<file path="config.mk">
export PLATFORM = sky130hd
export DESIGN_NAME = rbl_top
export DESIGN_NICKNAME = d
export VERILOG_FILES = /design/src/design/rbl_pkg.sv /design/src/design/rbl_bist_if.sv /design/src/design/rbl_bist_engine.sv /design/src/design/rbl_top.sv
export SDC_FILE = /design/constraint.sdc
export NUM_CORES = 1
export LEC_CHECK = 0
export ABC_AREA = 1
export ABC_CLOCK_PERIOD_IN_PS = 1800
export BUFFER_PORTS_ARGS = -buffer_cell sky130_fd_sc_hd__buf_2
export CAP_MARGIN = 20
export CORE_MARGIN = 2
export CORE_UTILIZATION = 48
export DETAILED_ROUTE_END_ITERATION = 8
export PLACE_DENSITY = 0.83
export SLEW_MARGIN = 25
export SYNTH_ARGS = -nofsm -noshare
export SYNTH_HDL_FRONTEND = slang
export SYNTH_SLANG_ARGS = --single-unit
</file>
<file path="constraint.sdc">
create_clock -name clk -period 1.8 [get_ports clk]
set_clock_uncertainty 0.1 [all_clocks]
set_input_delay 0 -clock clk [delete_from_list [all_inputs] [get_ports clk]]
set_output_delay 0 -clock clk [all_outputs]
set_load 0.05 [all_outputs]
</file>
<file path="src/design/rbl_pkg.sv">
package rbl_pkg;
	// register byte addresses (printed offsets not all multiples of four)
	localparam logic [7:0] rbl_idx_hint = 8'h1B;
	localparam logic [7:0] rbl_idx_ctrl = 8'h28;
	localparam logic [9:0] rbl_addr_hint = 10'h06C;
	localparam logic [9:0] rbl_addr_ctrl = 10'h0A0;
	localparam logic [9:0] rbl_addr_msg_info = 10'h100;
	localparam logic [9:0] rbl_addr_int_status = 10'h104;
	localparam logic [9:0] rbl_addr_int_enable = 10'h108;
	localparam logic [9:0] rbl_addr_int_clear = 10'h10C;
	localparam logic [9:0] rbl_addr_fault_inject = 10'h110;
	// self-test control field positions
	localparam int rbl_bit_start = 10;
	localparam int rbl_bit_pass = 9;
	localparam int rbl_bit_fail = 8;
	localparam int rbl_bit_analog = 5;
	localparam int rbl_bit_sync = 4;
	localparam int rbl_bit_bus = 3;
	// reset values and ram geometry
	localparam logic [15:0] rbl_ctrl_reset = 16'h0000;
	localparam logic [12:0] rbl_half_offset = 13'h1000;
	localparam logic [11:0] rbl_quad_last = 12'h7FF;
	localparam logic [11:0] rbl_half_last = 12'hFFF;
	// interrupt status bit positions
	localparam int rbl_irq_pass = 0;
	localparam int rbl_irq_fail = 1;
	// bist walk states
	typedef enum logic [2:0] {
		rbl_idle = 3'b001,
		rbl_run = 3'b010,
		rbl_done = 3'b100
	} rbl_state_type;
endpackage

</file>
<file path="src/design/rbl_bist_if.sv">
`timescale 1ns/10ps
`default_nettype none
// start and result handshake between register file and bist engine
interface rbl_bist_if;
	logic start;
	logic [15:0] fault_addr;
	logic done;
	logic failed;
	logic [11:0] hint;
	modport ctrl (output start, output fault_addr, input done,
		input failed, input hint);
	modport engine (input start, input fault_addr, output done,
		output failed, output hint);
endinterface
`default_nettype wire

</file>
<file path="src/design/rbl_bist_engine.sv">
`timescale 1ns/10ps
`default_nettype none
// walks both ram halves in parallel, one address pair per cycle
module rbl_bist_engine (
	// clock and reset
	input wire logic clk,
	input wire logic reset,
	// handshake
	rbl_bist_if.engine bist
);
	import rbl_pkg::*;

	typedef struct packed {
		rbl_state_type state;
		logic [11:0] addr;
		logic failed;
		logic [11:0] hint;
		logic done;
	} rbl_eng_type;

	rbl_eng_type r;
	rbl_eng_type next_r;

	// fault model: lower address or its partner in the upper half
	function automatic logic hit(input logic [11:0] a,
		input logic [15:0] f);
		hit = f[15] && ((f[12:0] == {1'b0, a}) ||
			(f[12:0] == ({1'b0, a} + rbl_half_offset)));
	endfunction

	// next state
	always_comb begin
		next_r = r;
		next_r.done = 1'b0;
		unique case (r.state)
			rbl_idle: begin
				if (bist.start) begin
					next_r.state = rbl_run;
					next_r.addr = 12'h000;
					next_r.failed = 1'b0;
				end
			end
			rbl_run: begin
				if (hit(r.addr, bist.fault_addr)) begin
					next_r.failed = 1'b1;
					next_r.hint = {1'b0, r.addr[10:0]};
					next_r.state = rbl_done;
				end else if (r.addr == rbl_half_last) begin
					next_r.state = rbl_done;
				end else begin
					next_r.addr = r.addr + 12'h001;
				end
			end
			rbl_done: begin
				next_r.done = 1'b1;
				next_r.state = rbl_idle;
			end
			default: next_r.state = rbl_idle;
		endcase
	end

	// state register
	always_ff @(posedge clk) begin
		if (reset) begin
			r <= '{state: rbl_idle, addr: 12'h000, failed: 1'b0,
				hint: 12'h000, done: 1'b0};
		end else begin
			r <= next_r;
		end
	end

	assign bist.done = r.done;
	assign bist.failed = r.failed;
	assign bist.hint = r.hint;
endmodule
`default_nettype wire

</file>
<file path="src/design/rbl_top.sv">
// Implementation choice: register access over Avalon-MM.
`timescale 1ns/10ps
`default_nettype none
// How it works
// - clean bist completion sets pass flag; writing start one clears it.
// - bist error sets fail flag; writing start one clears it.
// - on failure the hint register holds the lowest-quadrant address tested.
// - halves tested in parallel; fault is at hint, or hint plus 0x800, 0x1000 or 0x1800.
// - with test pin low the hint location reads message information word.
// - control bits seven and six ignore writes and read zero.
// - analog select low gives digital loopback, nothing driven on bus.
// - analog select high sends and receives test word on external bus.
// - sync select high gives command sync, low gives data sync.
// - start bit sets only with test pin high; self-clears at completion.
// - bus select low picks first bus, high picks second.
module rbl_top (
	// clock and reset
	input wire logic clk,
	input wire logic reset,
	// avalon-mm slave
	input wire logic [9:0] avs_address,
	input wire logic avs_read,
	input wire logic avs_write,
	input wire logic [31:0] avs_writedata,
	input wire logic [3:0] avs_byteenable,
	output logic [31:0] avs_readdata,
	output logic avs_waitrequest,
	// test pin and message word from the terminal core
	input wire logic test_pin,
	input wire logic [15:0] msg_info_word,
	// loopback steering toward the transceivers
	output logic loopback_digital,
	output logic loopback_analog_tx,
	output logic loopback_bus_b,
	output logic loopback_command_sync,
	// interrupt
	output logic irq
);
	import rbl_pkg::*;

	typedef struct packed {
		logic [1:0] test_sync;
		logic [15:0] ctrl;
		logic [11:0] hint;
		logic [15:0] fault;
		logic [1:0] int_status;
		logic [1:0] int_enable;
		logic [31:0] rdata;
		logic ack;
		logic start;
		logic lb_dig;
		logic lb_ana;
		logic lb_bus;
		logic lb_cmd;
		logic irq;
	} rbl_top_type;

	rbl_top_type r;
	rbl_top_type next_r;
	rbl_bist_if bist();

	rbl_bist_engine u_engine (
		.clk(clk),
		.reset(reset),
		.bist(bist)
	);

	// byte-lane merge of a 16-bit register
	function automatic logic [15:0] merge(input logic [15:0] old,
		input logic [31:0] d, input logic [3:0] be);
		merge[7:0] = be[0] ? d[7:0] : old[7:0];
		merge[15:8] = be[1] ? d[15:8] : old[15:8];
	endfunction

	logic test_hi;
	logic wr;
	logic rd;
	logic [15:0] wctrl;
	assign test_hi = r.test_sync[1];
	// a write lands at the edge where the master sees waitrequest low
	assign wr = avs_write && r.ack;
	assign rd = avs_read && !r.ack;
	assign wctrl = merge(r.ctrl, avs_writedata, avs_byteenable);

	////////////////////////////////////////////////////////////////////
	// next state
	always_comb begin
		next_r = r;
		next_r.test_sync = {r.test_sync[0], test_pin};
		next_r.ack = (avs_read || avs_write) && !r.ack;
		next_r.start = 1'b0;
		// completion: exactly one result flag per run
		if (bist.done) begin
			next_r.ctrl[rbl_bit_start] = 1'b0;
			next_r.ctrl[rbl_bit_pass] = !bist.failed;
			next_r.ctrl[rbl_bit_fail] = bist.failed;
			if (bist.failed) begin
				next_r.hint = bist.hint;
			end
			// sticky: a new result never clears the other bit
			next_r.int_status[rbl_irq_pass] = r.int_status[rbl_irq_pass]
				| !bist.failed;
			next_r.int_status[rbl_irq_fail] = r.int_status[rbl_irq_fail]
				| bist.failed;
		end
		// register writes
		if (wr) begin
			if (avs_address == rbl_addr_ctrl) begin
				next_r.ctrl[5:3] = wctrl[5:3];
				next_r.ctrl[7:6] = 2'b00;
				if (wctrl[rbl_bit_start] && test_hi
					&& !r.ctrl[rbl_bit_start]) begin
					next_r.ctrl[rbl_bit_start] = 1'b1;
					next_r.ctrl[rbl_bit_pass] = 1'b0;
					next_r.ctrl[rbl_bit_fail] = 1'b0;
					next_r.start = 1'b1;
				end
			end
			if (avs_address == rbl_addr_int_enable) begin
				next_r.int_enable = avs_writedata[1:0];
			end
			if (avs_address == rbl_addr_int_clear) begin
				// a same-cycle completion keeps its bit
				next_r.int_status = (r.int_status & ~avs_writedata[1:0])
					| (bist.done ? {bist.failed, !bist.failed} : 2'b00);
			end
			if (avs_address == rbl_addr_fault_inject) begin
				next_r.fault = merge(r.fault, avs_writedata, avs_byteenable);
			end
		end
		// read mux
		next_r.rdata = 32'h0000_0000;
		if (rd) begin
			unique case (avs_address)
				rbl_addr_ctrl: next_r.rdata = {16'h0000, r.ctrl};
				rbl_addr_hint: begin
					if (test_hi) begin
						next_r.rdata = {20'h00000, r.hint};
					end else begin
						next_r.rdata = {16'h0000, msg_info_word};
					end
				end
				rbl_addr_int_status: next_r.rdata = {30'h0, r.int_status};
				rbl_addr_int_enable: next_r.rdata = {30'h0, r.int_enable};
				rbl_addr_fault_inject: next_r.rdata = {16'h0000, r.fault};
				default: next_r.rdata = 32'h0000_0000;
			endcase
		end
		// loopback steering: digital and analog only while the test pin is high; bus and sync always follow
		next_r.lb_dig = test_hi && !r.ctrl[rbl_bit_analog];
		next_r.lb_ana = test_hi && r.ctrl[rbl_bit_analog];
		next_r.lb_bus = r.ctrl[rbl_bit_bus];
		next_r.lb_cmd = r.ctrl[rbl_bit_sync];
		next_r.irq = |(r.int_status & r.int_enable);
	end

	////////////////////////////////////////////////////////////////////
	// state register
	always_ff @(posedge clk) begin
		if (reset) begin
			r <= '{test_sync: 2'b00, ctrl: rbl_ctrl_reset, hint: 12'h000,
				fault: 16'h0000, int_status: 2'b00, int_enable: 2'b00,
				rdata: 32'h0000_0000, ack: 1'b0, start: 1'b0,
				lb_dig: 1'b0, lb_ana: 1'b0, lb_bus: 1'b0, lb_cmd: 1'b0,
				irq: 1'b0};
		end else begin
			r <= next_r;
		end
	end

	// outputs straight from flip-flops
	assign bist.start = r.start;
	assign bist.fault_addr = r.fault;
	assign avs_readdata = r.rdata;
	assign avs_waitrequest = !r.ack;
	assign loopback_digital = r.lb_dig;
	assign loopback_analog_tx = r.lb_ana;
	assign loopback_bus_b = r.lb_bus;
	assign loopback_command_sync = r.lb_cmd;
	assign irq = r.irq;
endmodule
`default_nettype wire

</file>
---- Word-level counts from Yosys, hierarchy flattened ----
Index checks and enable logic that the tools add are counted.
word-level totals
  output and inout port bits .............. 38
  word-level logic and storage cells ...... 99
  bits of input ports ..................... 67
  bits in registers ....................... 106
cells by class
  $add $sub $neg .......................... 2
  reductions and logical operators ........ 27
  bitwise operators ....................... 9
  equal/unequal tests ..................... 17
  mux-type cells .......................... 23
operators with widths
  kind                                                                     count
  16-bit case mux with 5 select lines                                      1
  10-bit by 9-bit equality test with 1-bit output (second input constant)  4
  16-bit two-way mux                                                       2
  13-bit case mux with 2 select lines                                      1
  12-bit two-way mux                                                       2
  8-bit two-way mux                                                        2
  3-bit two-way mux                                                        5
  12-bit by 13-bit adder with 13-bit output (second input constant)        1
  13-bit by 12-bit equality test with 1-bit output                         1
  13-bit equality test                                                     1
  13-bit two-way mux                                                       1
  12-bit by 1-bit adder with 12-bit output (second input constant)         1
  12-bit equality test (second input constant)                             1
  3-bit AND reduction                                                      4
  10-bit by 7-bit equality test with 1-bit output (second input constant)  1
  10-bit by 8-bit equality test with 1-bit output (second input constant)  1
  1-bit logical AND                                                        8
  2-bit two-way mux                                                        4
  2-bit AND reduction                                                      4
  6-bit two-way mux                                                        1
  2-bit inequality test (second input constant)                            3
  3-bit case mux with 2 select lines                                       1
  2-bit bitwise AND                                                        2
  1-bit zero test                                                          4
  other kinds (16)                                                         22

---- Depth between registers and ports, before layout ----
  depth after elaboration ................. 6
  gate-level depth with buffers ........... 13
  gate-level depth less buffers ........... 13

---- Hierarchy ----
Synthesis repeated with hierarchy kept, for this count alone.
unflattened totals
  cell total of the unflattened synthesis .. 702
  area total of the unflattened synthesis .. 4888.4 sq um
modules (own cells, without submodules)
  module           cells each  instances  area each (sq um)  sequential area each (sq um)
  rbl_top          439         1          3156.8             1261.2
  rbl_bist_engine  263         1          1731.7             560.5

---- Worst setup path after synthesis ----
No wires, ideal clock.
  path kind ............................... register -> register
  from .................................... register u_engine.r[14] in the netlist's numbering
  to ...................................... register u_engine.r[19] in the netlist's numbering
  data required time ...................... 1569 ps
  cell stages (with the launch flop) ...... 14
  path slack .............................. 88 ps
  setup time .............................. 131 ps
  period minus slack after synthesis ...... 1712 ps
  arrival time ............................ 1482 ps
  path buffers ............................ 1
  cells stage by stage .................... dfxtp_1 -> ha_1 -> nand2_2 -> nor2_4 -> nand2_2 -> nor2_2 -> nand2_1 -> nand2_1 -> inv_2 -> nand2_4 -> nand2_4 -> buf_6 -> nand2_1 -> a21oi_2
on the way
  word-level cells in the longest chain between the ends .. 6
  elaborated cells between the ends (all ways) .. 13
  those cells by class .................... add/sub: 2; eq/ne: 5; mux: 3; reduce/logical: 3
ends and longest elaborated chain
  what                                       line                   text
  from (decl)                                rbl_bist_engine.sv:21  rbl_eng_type r;
  from (signal assigned)                     rbl_bist_engine.sv:65  r <= '{state: rbl_idle, addr: 12'h000, failed: 1'b0,
  from (signal assigned)                     rbl_bist_engine.sv:68  r <= next_r;
  12-bit by 13-bit adder with 13-bit output  rbl_bist_engine.sv:28  (f[12:0] == ({1'b0, a} + rbl_half_offset)));
  13-bit equality test                       rbl_bist_engine.sv:28
  1-bit logical OR                           rbl_bist_engine.sv:27  hit = f[15] && ((f[12:0] == {1'b0, a}) ||
  1-bit logical AND                          rbl_bist_engine.sv:27
  2-bit inequality test (no source line)     -
  4-bit AND reduction (no source line)       -
Parallel ways exist; a longest one is shown, timed or not. The select of a mux whose other input is x is not followed.
A chain may end at the register's enable or synchronous reset.

---- Final worst setup path ----
  from .................................... input port avs_address[2]
  to ...................................... register r[39] in the netlist's numbering
on the way
  word-level cells in the longest chain between the ends .. 2
ends and longest elaborated chain
  what                                             line            text
  from (decl)                                      rbl_top.sv:21   input wire logic [9:0] avs_address,
  10-bit by 9-bit equality test with 1-bit output  rbl_top.sv:119  if (avs_address == rbl_addr_int_enable) begin
  2-bit AND reduction (no source line)             -
  to (signal assigned)                             rbl_top.sv:161  r <= '{test_sync: 2'b00, ctrl: rbl_ctrl_reset, hint: 12'h000,
  to (signal assigned)                             rbl_top.sv:167  r <= next_r;
  to (decl)                                        rbl_top.sv:58   rbl_top_type r;
No other way between the ends.

==> run summary <==
grt ovf: 0
critical path class: in2reg
element type at the critical path end: register
Period Utilization, post-route: 99.0%
Post-DP Area: 4550 um2
Worst-path clk slew: 0.09 ns
share of layout cells above drive strength 1: 18.4%
post-synthesis sequential area ratio: 42.4%
CTS root buffer: clkbuf_8
R2R Setup Slk: 0.08 ns
asr flop ratio synth: 0%
outcome: finished clean
commonest cells in the netlist: nand2_1 (107), dfxtp_1 (90), inv_1 (83), nor2_1 (77), a21oi_1 (62)
Hold Fails Final Rpt: 0
Tightest Hold Check Type: in2reg
Core Rows: 34
DR DRC count: 0
cell breakdown of the critical path: dlygate4sd3_1, buf_2, inv_1, nand4_1, or2_2, nor2_1, dlygate4sd3_1, nor2_1
Synth cell types: 36
Sum Neg Setup Slack: 0 ns
Antenna Nets Post-Route: 0
first-pass GRT wire length: 18.6 mm
reg-to-reg startpoint: r[6]
Boundary Pins: 105
NetSw: 995 uW
clock latency on the worst-skew pair: 0.37 ns
Gate power share: 9.0%
number of flops mapped to enable cells by yosys: 0
min Tclk post-route: 1.78 ns
r2r worst-path depth: 5
Non-Filler Instances: 816
CTS tree: done
Setup violations, final: 0
Clock Sinks: 90
Starting Density: 49.2%
HP Start: avs_address[4]
Mapped Cells: 607
Placed Cells incl. Taps: 759
Peak Freq: 0.561 GHz
fin area: 5200 um2
R2R Path End: r[39]
vias in the first global route: 4044
Seq pwr share: 54.9%
IO Port Bufs: 70
Vias: 4296
Detailed Place HPWL: 7.90 mm
Core ar.: 8640 um2
CP arrival: 1.96 ns
die area: 9620 um2
Sw Ratio: 27.3%
worst relative slew slack: 57.1%
#FFs+latches synth: 90
first-pass iteration count of the detailed router: 5
antenna diode instance count: 0
hold path depth: 5
required time worst endpoint: 1.98 ns
Max Cap Viol: 0
Mapped Area: 4250 um2
WL per Instance: 14.2 um
Synthesis Warnings: 0
RSZ-0062 raised after global routing: true
Worst path slowest cell: dlygate4sd3_1
synth top area cells: dfxtp_1 (42%), nand2_1 (9.5%), inv_1 (7.3%), a21oi_1 (7.3%), nor2_1 (6.8%)
Final #Nets: 771
area delta synth->final: 22.5%
die span in y: 98.1 um
WP buf/inv: 4
Routability Congestion: 0.964
Crit path max-delay family: buffers and inverters
Power Density: 700 nW/um2
Clock Path Buffers: 2
most frequent cell after synthesis: nand2_1
Die W: 98.1 um
clock share of power: 36.1%
overall routing resource usage: 23.8%
hold worst-path end: r[41]
Worst Tran Pin Value: 0.641 ns
H-tree Lvls: 3
number of buffers created by CTS: 9
Int Power: 2.65 mW
largest net degree at the start of global routing: 31
top cell type's share of synthesized area: 42.4%
Mapped Avg Cell Area: 7.00 um2
Fill cells: 747
max-slew violations: 0
leakage power: 2.21 nW
vias per cell: 5.26
Total Wirelength: 11.6 mm
Synth area leader: dfxtp_1
drt initial violations: 372
CP max FO: 3
Critical Path Source Type: primary input
Worst VDD drop: 0.335 mV
CP max stage delay: 0.59 ns
Min Hold Slack: 0.0110 ns
antenna violations before repair: 0
Main synth FF type: dfxtp_1
[cell usage in the layout, fill, tap and decap left out, types with 2 or more instances in the layout]
cell type and instances:
a21oi_1 62, a31oi_1 6, buf_2 70, buf_4 13, clkbuf_8 9, clkinvlp_4 2, conb_1 16, dfxtp_1 81
dfxtp_2 7, dfxtp_4 2, dlygate4sd3_1 38, inv_1 83, inv_6 2, inv_8 2, mux2i_1 2, nand2_1 105
nand2_2 4, nand2_8 2, nand3_1 22, nand3b_1 2, nand4_1 4, nor2_1 76, nor2_2 2, nor2_4 3
nor3_1 9, nor3b_1 2, nor4_1 2, o2111ai_1 2, o211ai_1 2, o21ai_0 44, o21ai_1 9, o22ai_1 6
or2_2 4, xor2_1 2
[layer usage]
layer	wire length (um)	GRT usage [%]	vias to the layer above
li1	-	-	2082
met1	4710	28.9	1986
met2	5740	41.1	196
met3	819	4.51	32
met4	350	10.0	0
met5	0	0	-
[worst min-delay path: stages]
cell,delay [ns]
buf_2,0.11
nor3_2,0.06
nand3_1,0.09
o21ai_0,0.08
a21oi_1,0.11
[kinds of logic (layout without fill, tap and decap cells)]
family,Yosys count,in the layout,synth area share [%]
xor gates and xnor gates,3,3,0.618
AOI/OAI and AO/OA,135,135,16.8
DFF,90,90,42.4
and+or+nand+nor,238,239,23.7
muxes,2,2,0.471
adders and majority gates,1,1,0.294
buffers and inverters,137,222,15.5
other,1,16,0.0883
[state kept, by name (all words and copies together) (netlist names)]
signal	flops
u_engine.bist.failed	1
loopback_command_sync	1
r	21
avs_readdata	16
u_engine.bist.done	1
next_r	3
u_engine.bist.hint	11
loopback_bus_b	1
bist.fault_addr	16
irq	1
loopback_digital	1
bist.start	1
u_engine.r	15
loopback_analog_tx	1
[power groups by stage]
stage / Combinational (mW) / Sequential, mW / Clock (mW)
floorplan: 0.194 / 2.05 / 0
global placement: 0.252 / 2.05 / 0
detailed placement: 0.256 / 2.05 / 0
CTS: 0.318 / 2.00 / 1.32
global route: 0.355 / 2.00 / 1.40
finish: 0.329 / 2.00 / 1.31
[cell type report]
| cell class | count | area, um2 | share of cell area (%) |
|---|---|---|---|
| timing repair buffer | 122 | 848 | 16.3 |
| inverter | 84 | 315 | 6.06 |
| multi-input combinational | 396 | 1900 | 36.6 |
| sequential | 90 | 1820 | 34.9 |
| clock inverter | 7 | 60.1 | 1.15 |
| clock buffer | 9 | 124 | 2.38 |
| tap | 108 | 135 | 2.60 |
[how the worst max path moves through the flow]
| stage | start | end | cells past startpoint |
|---|---|---|---|
| floorplan | u_engine.r[14] | u_engine.r[19] | 13 |
| global placement | u_engine.r[21] | u_engine.r[23] | 11 |
| detailed placement | u_engine.r[21] | u_engine.r[23] | 12 |
| CTS | u_engine.r[14] | u_engine.r[23] | 13 |
| global route | u_engine.r[21] | u_engine.r[18] | 12 |
| finish | avs_address[2] | r[39] | 8 |
[per-stage QoR]
stage                     util [%]  worst slack [ns]  total power [mW]
after floorplan                  -            0.0876              2.24
after global placement        52.7            0.0514              2.30
after detailed placement      52.7           -0.0314              2.30
after CTS                     59.2           0.00919              3.64
after global routing          60.3           -0.0258              3.75
final                         60.3            0.0183              3.64
[what timing repair did]
action                                  4_1_cts  5_1_grt
pin swaps                                     0        2
hold buffers                                 38        0
endpoints found under the setup margin       11       40
endpoints found under the hold margin        44        0
cloned                                        0        1
resized for setup                             2       28
setup buffers                                 0        2
(Power assumes the default switching activity.)
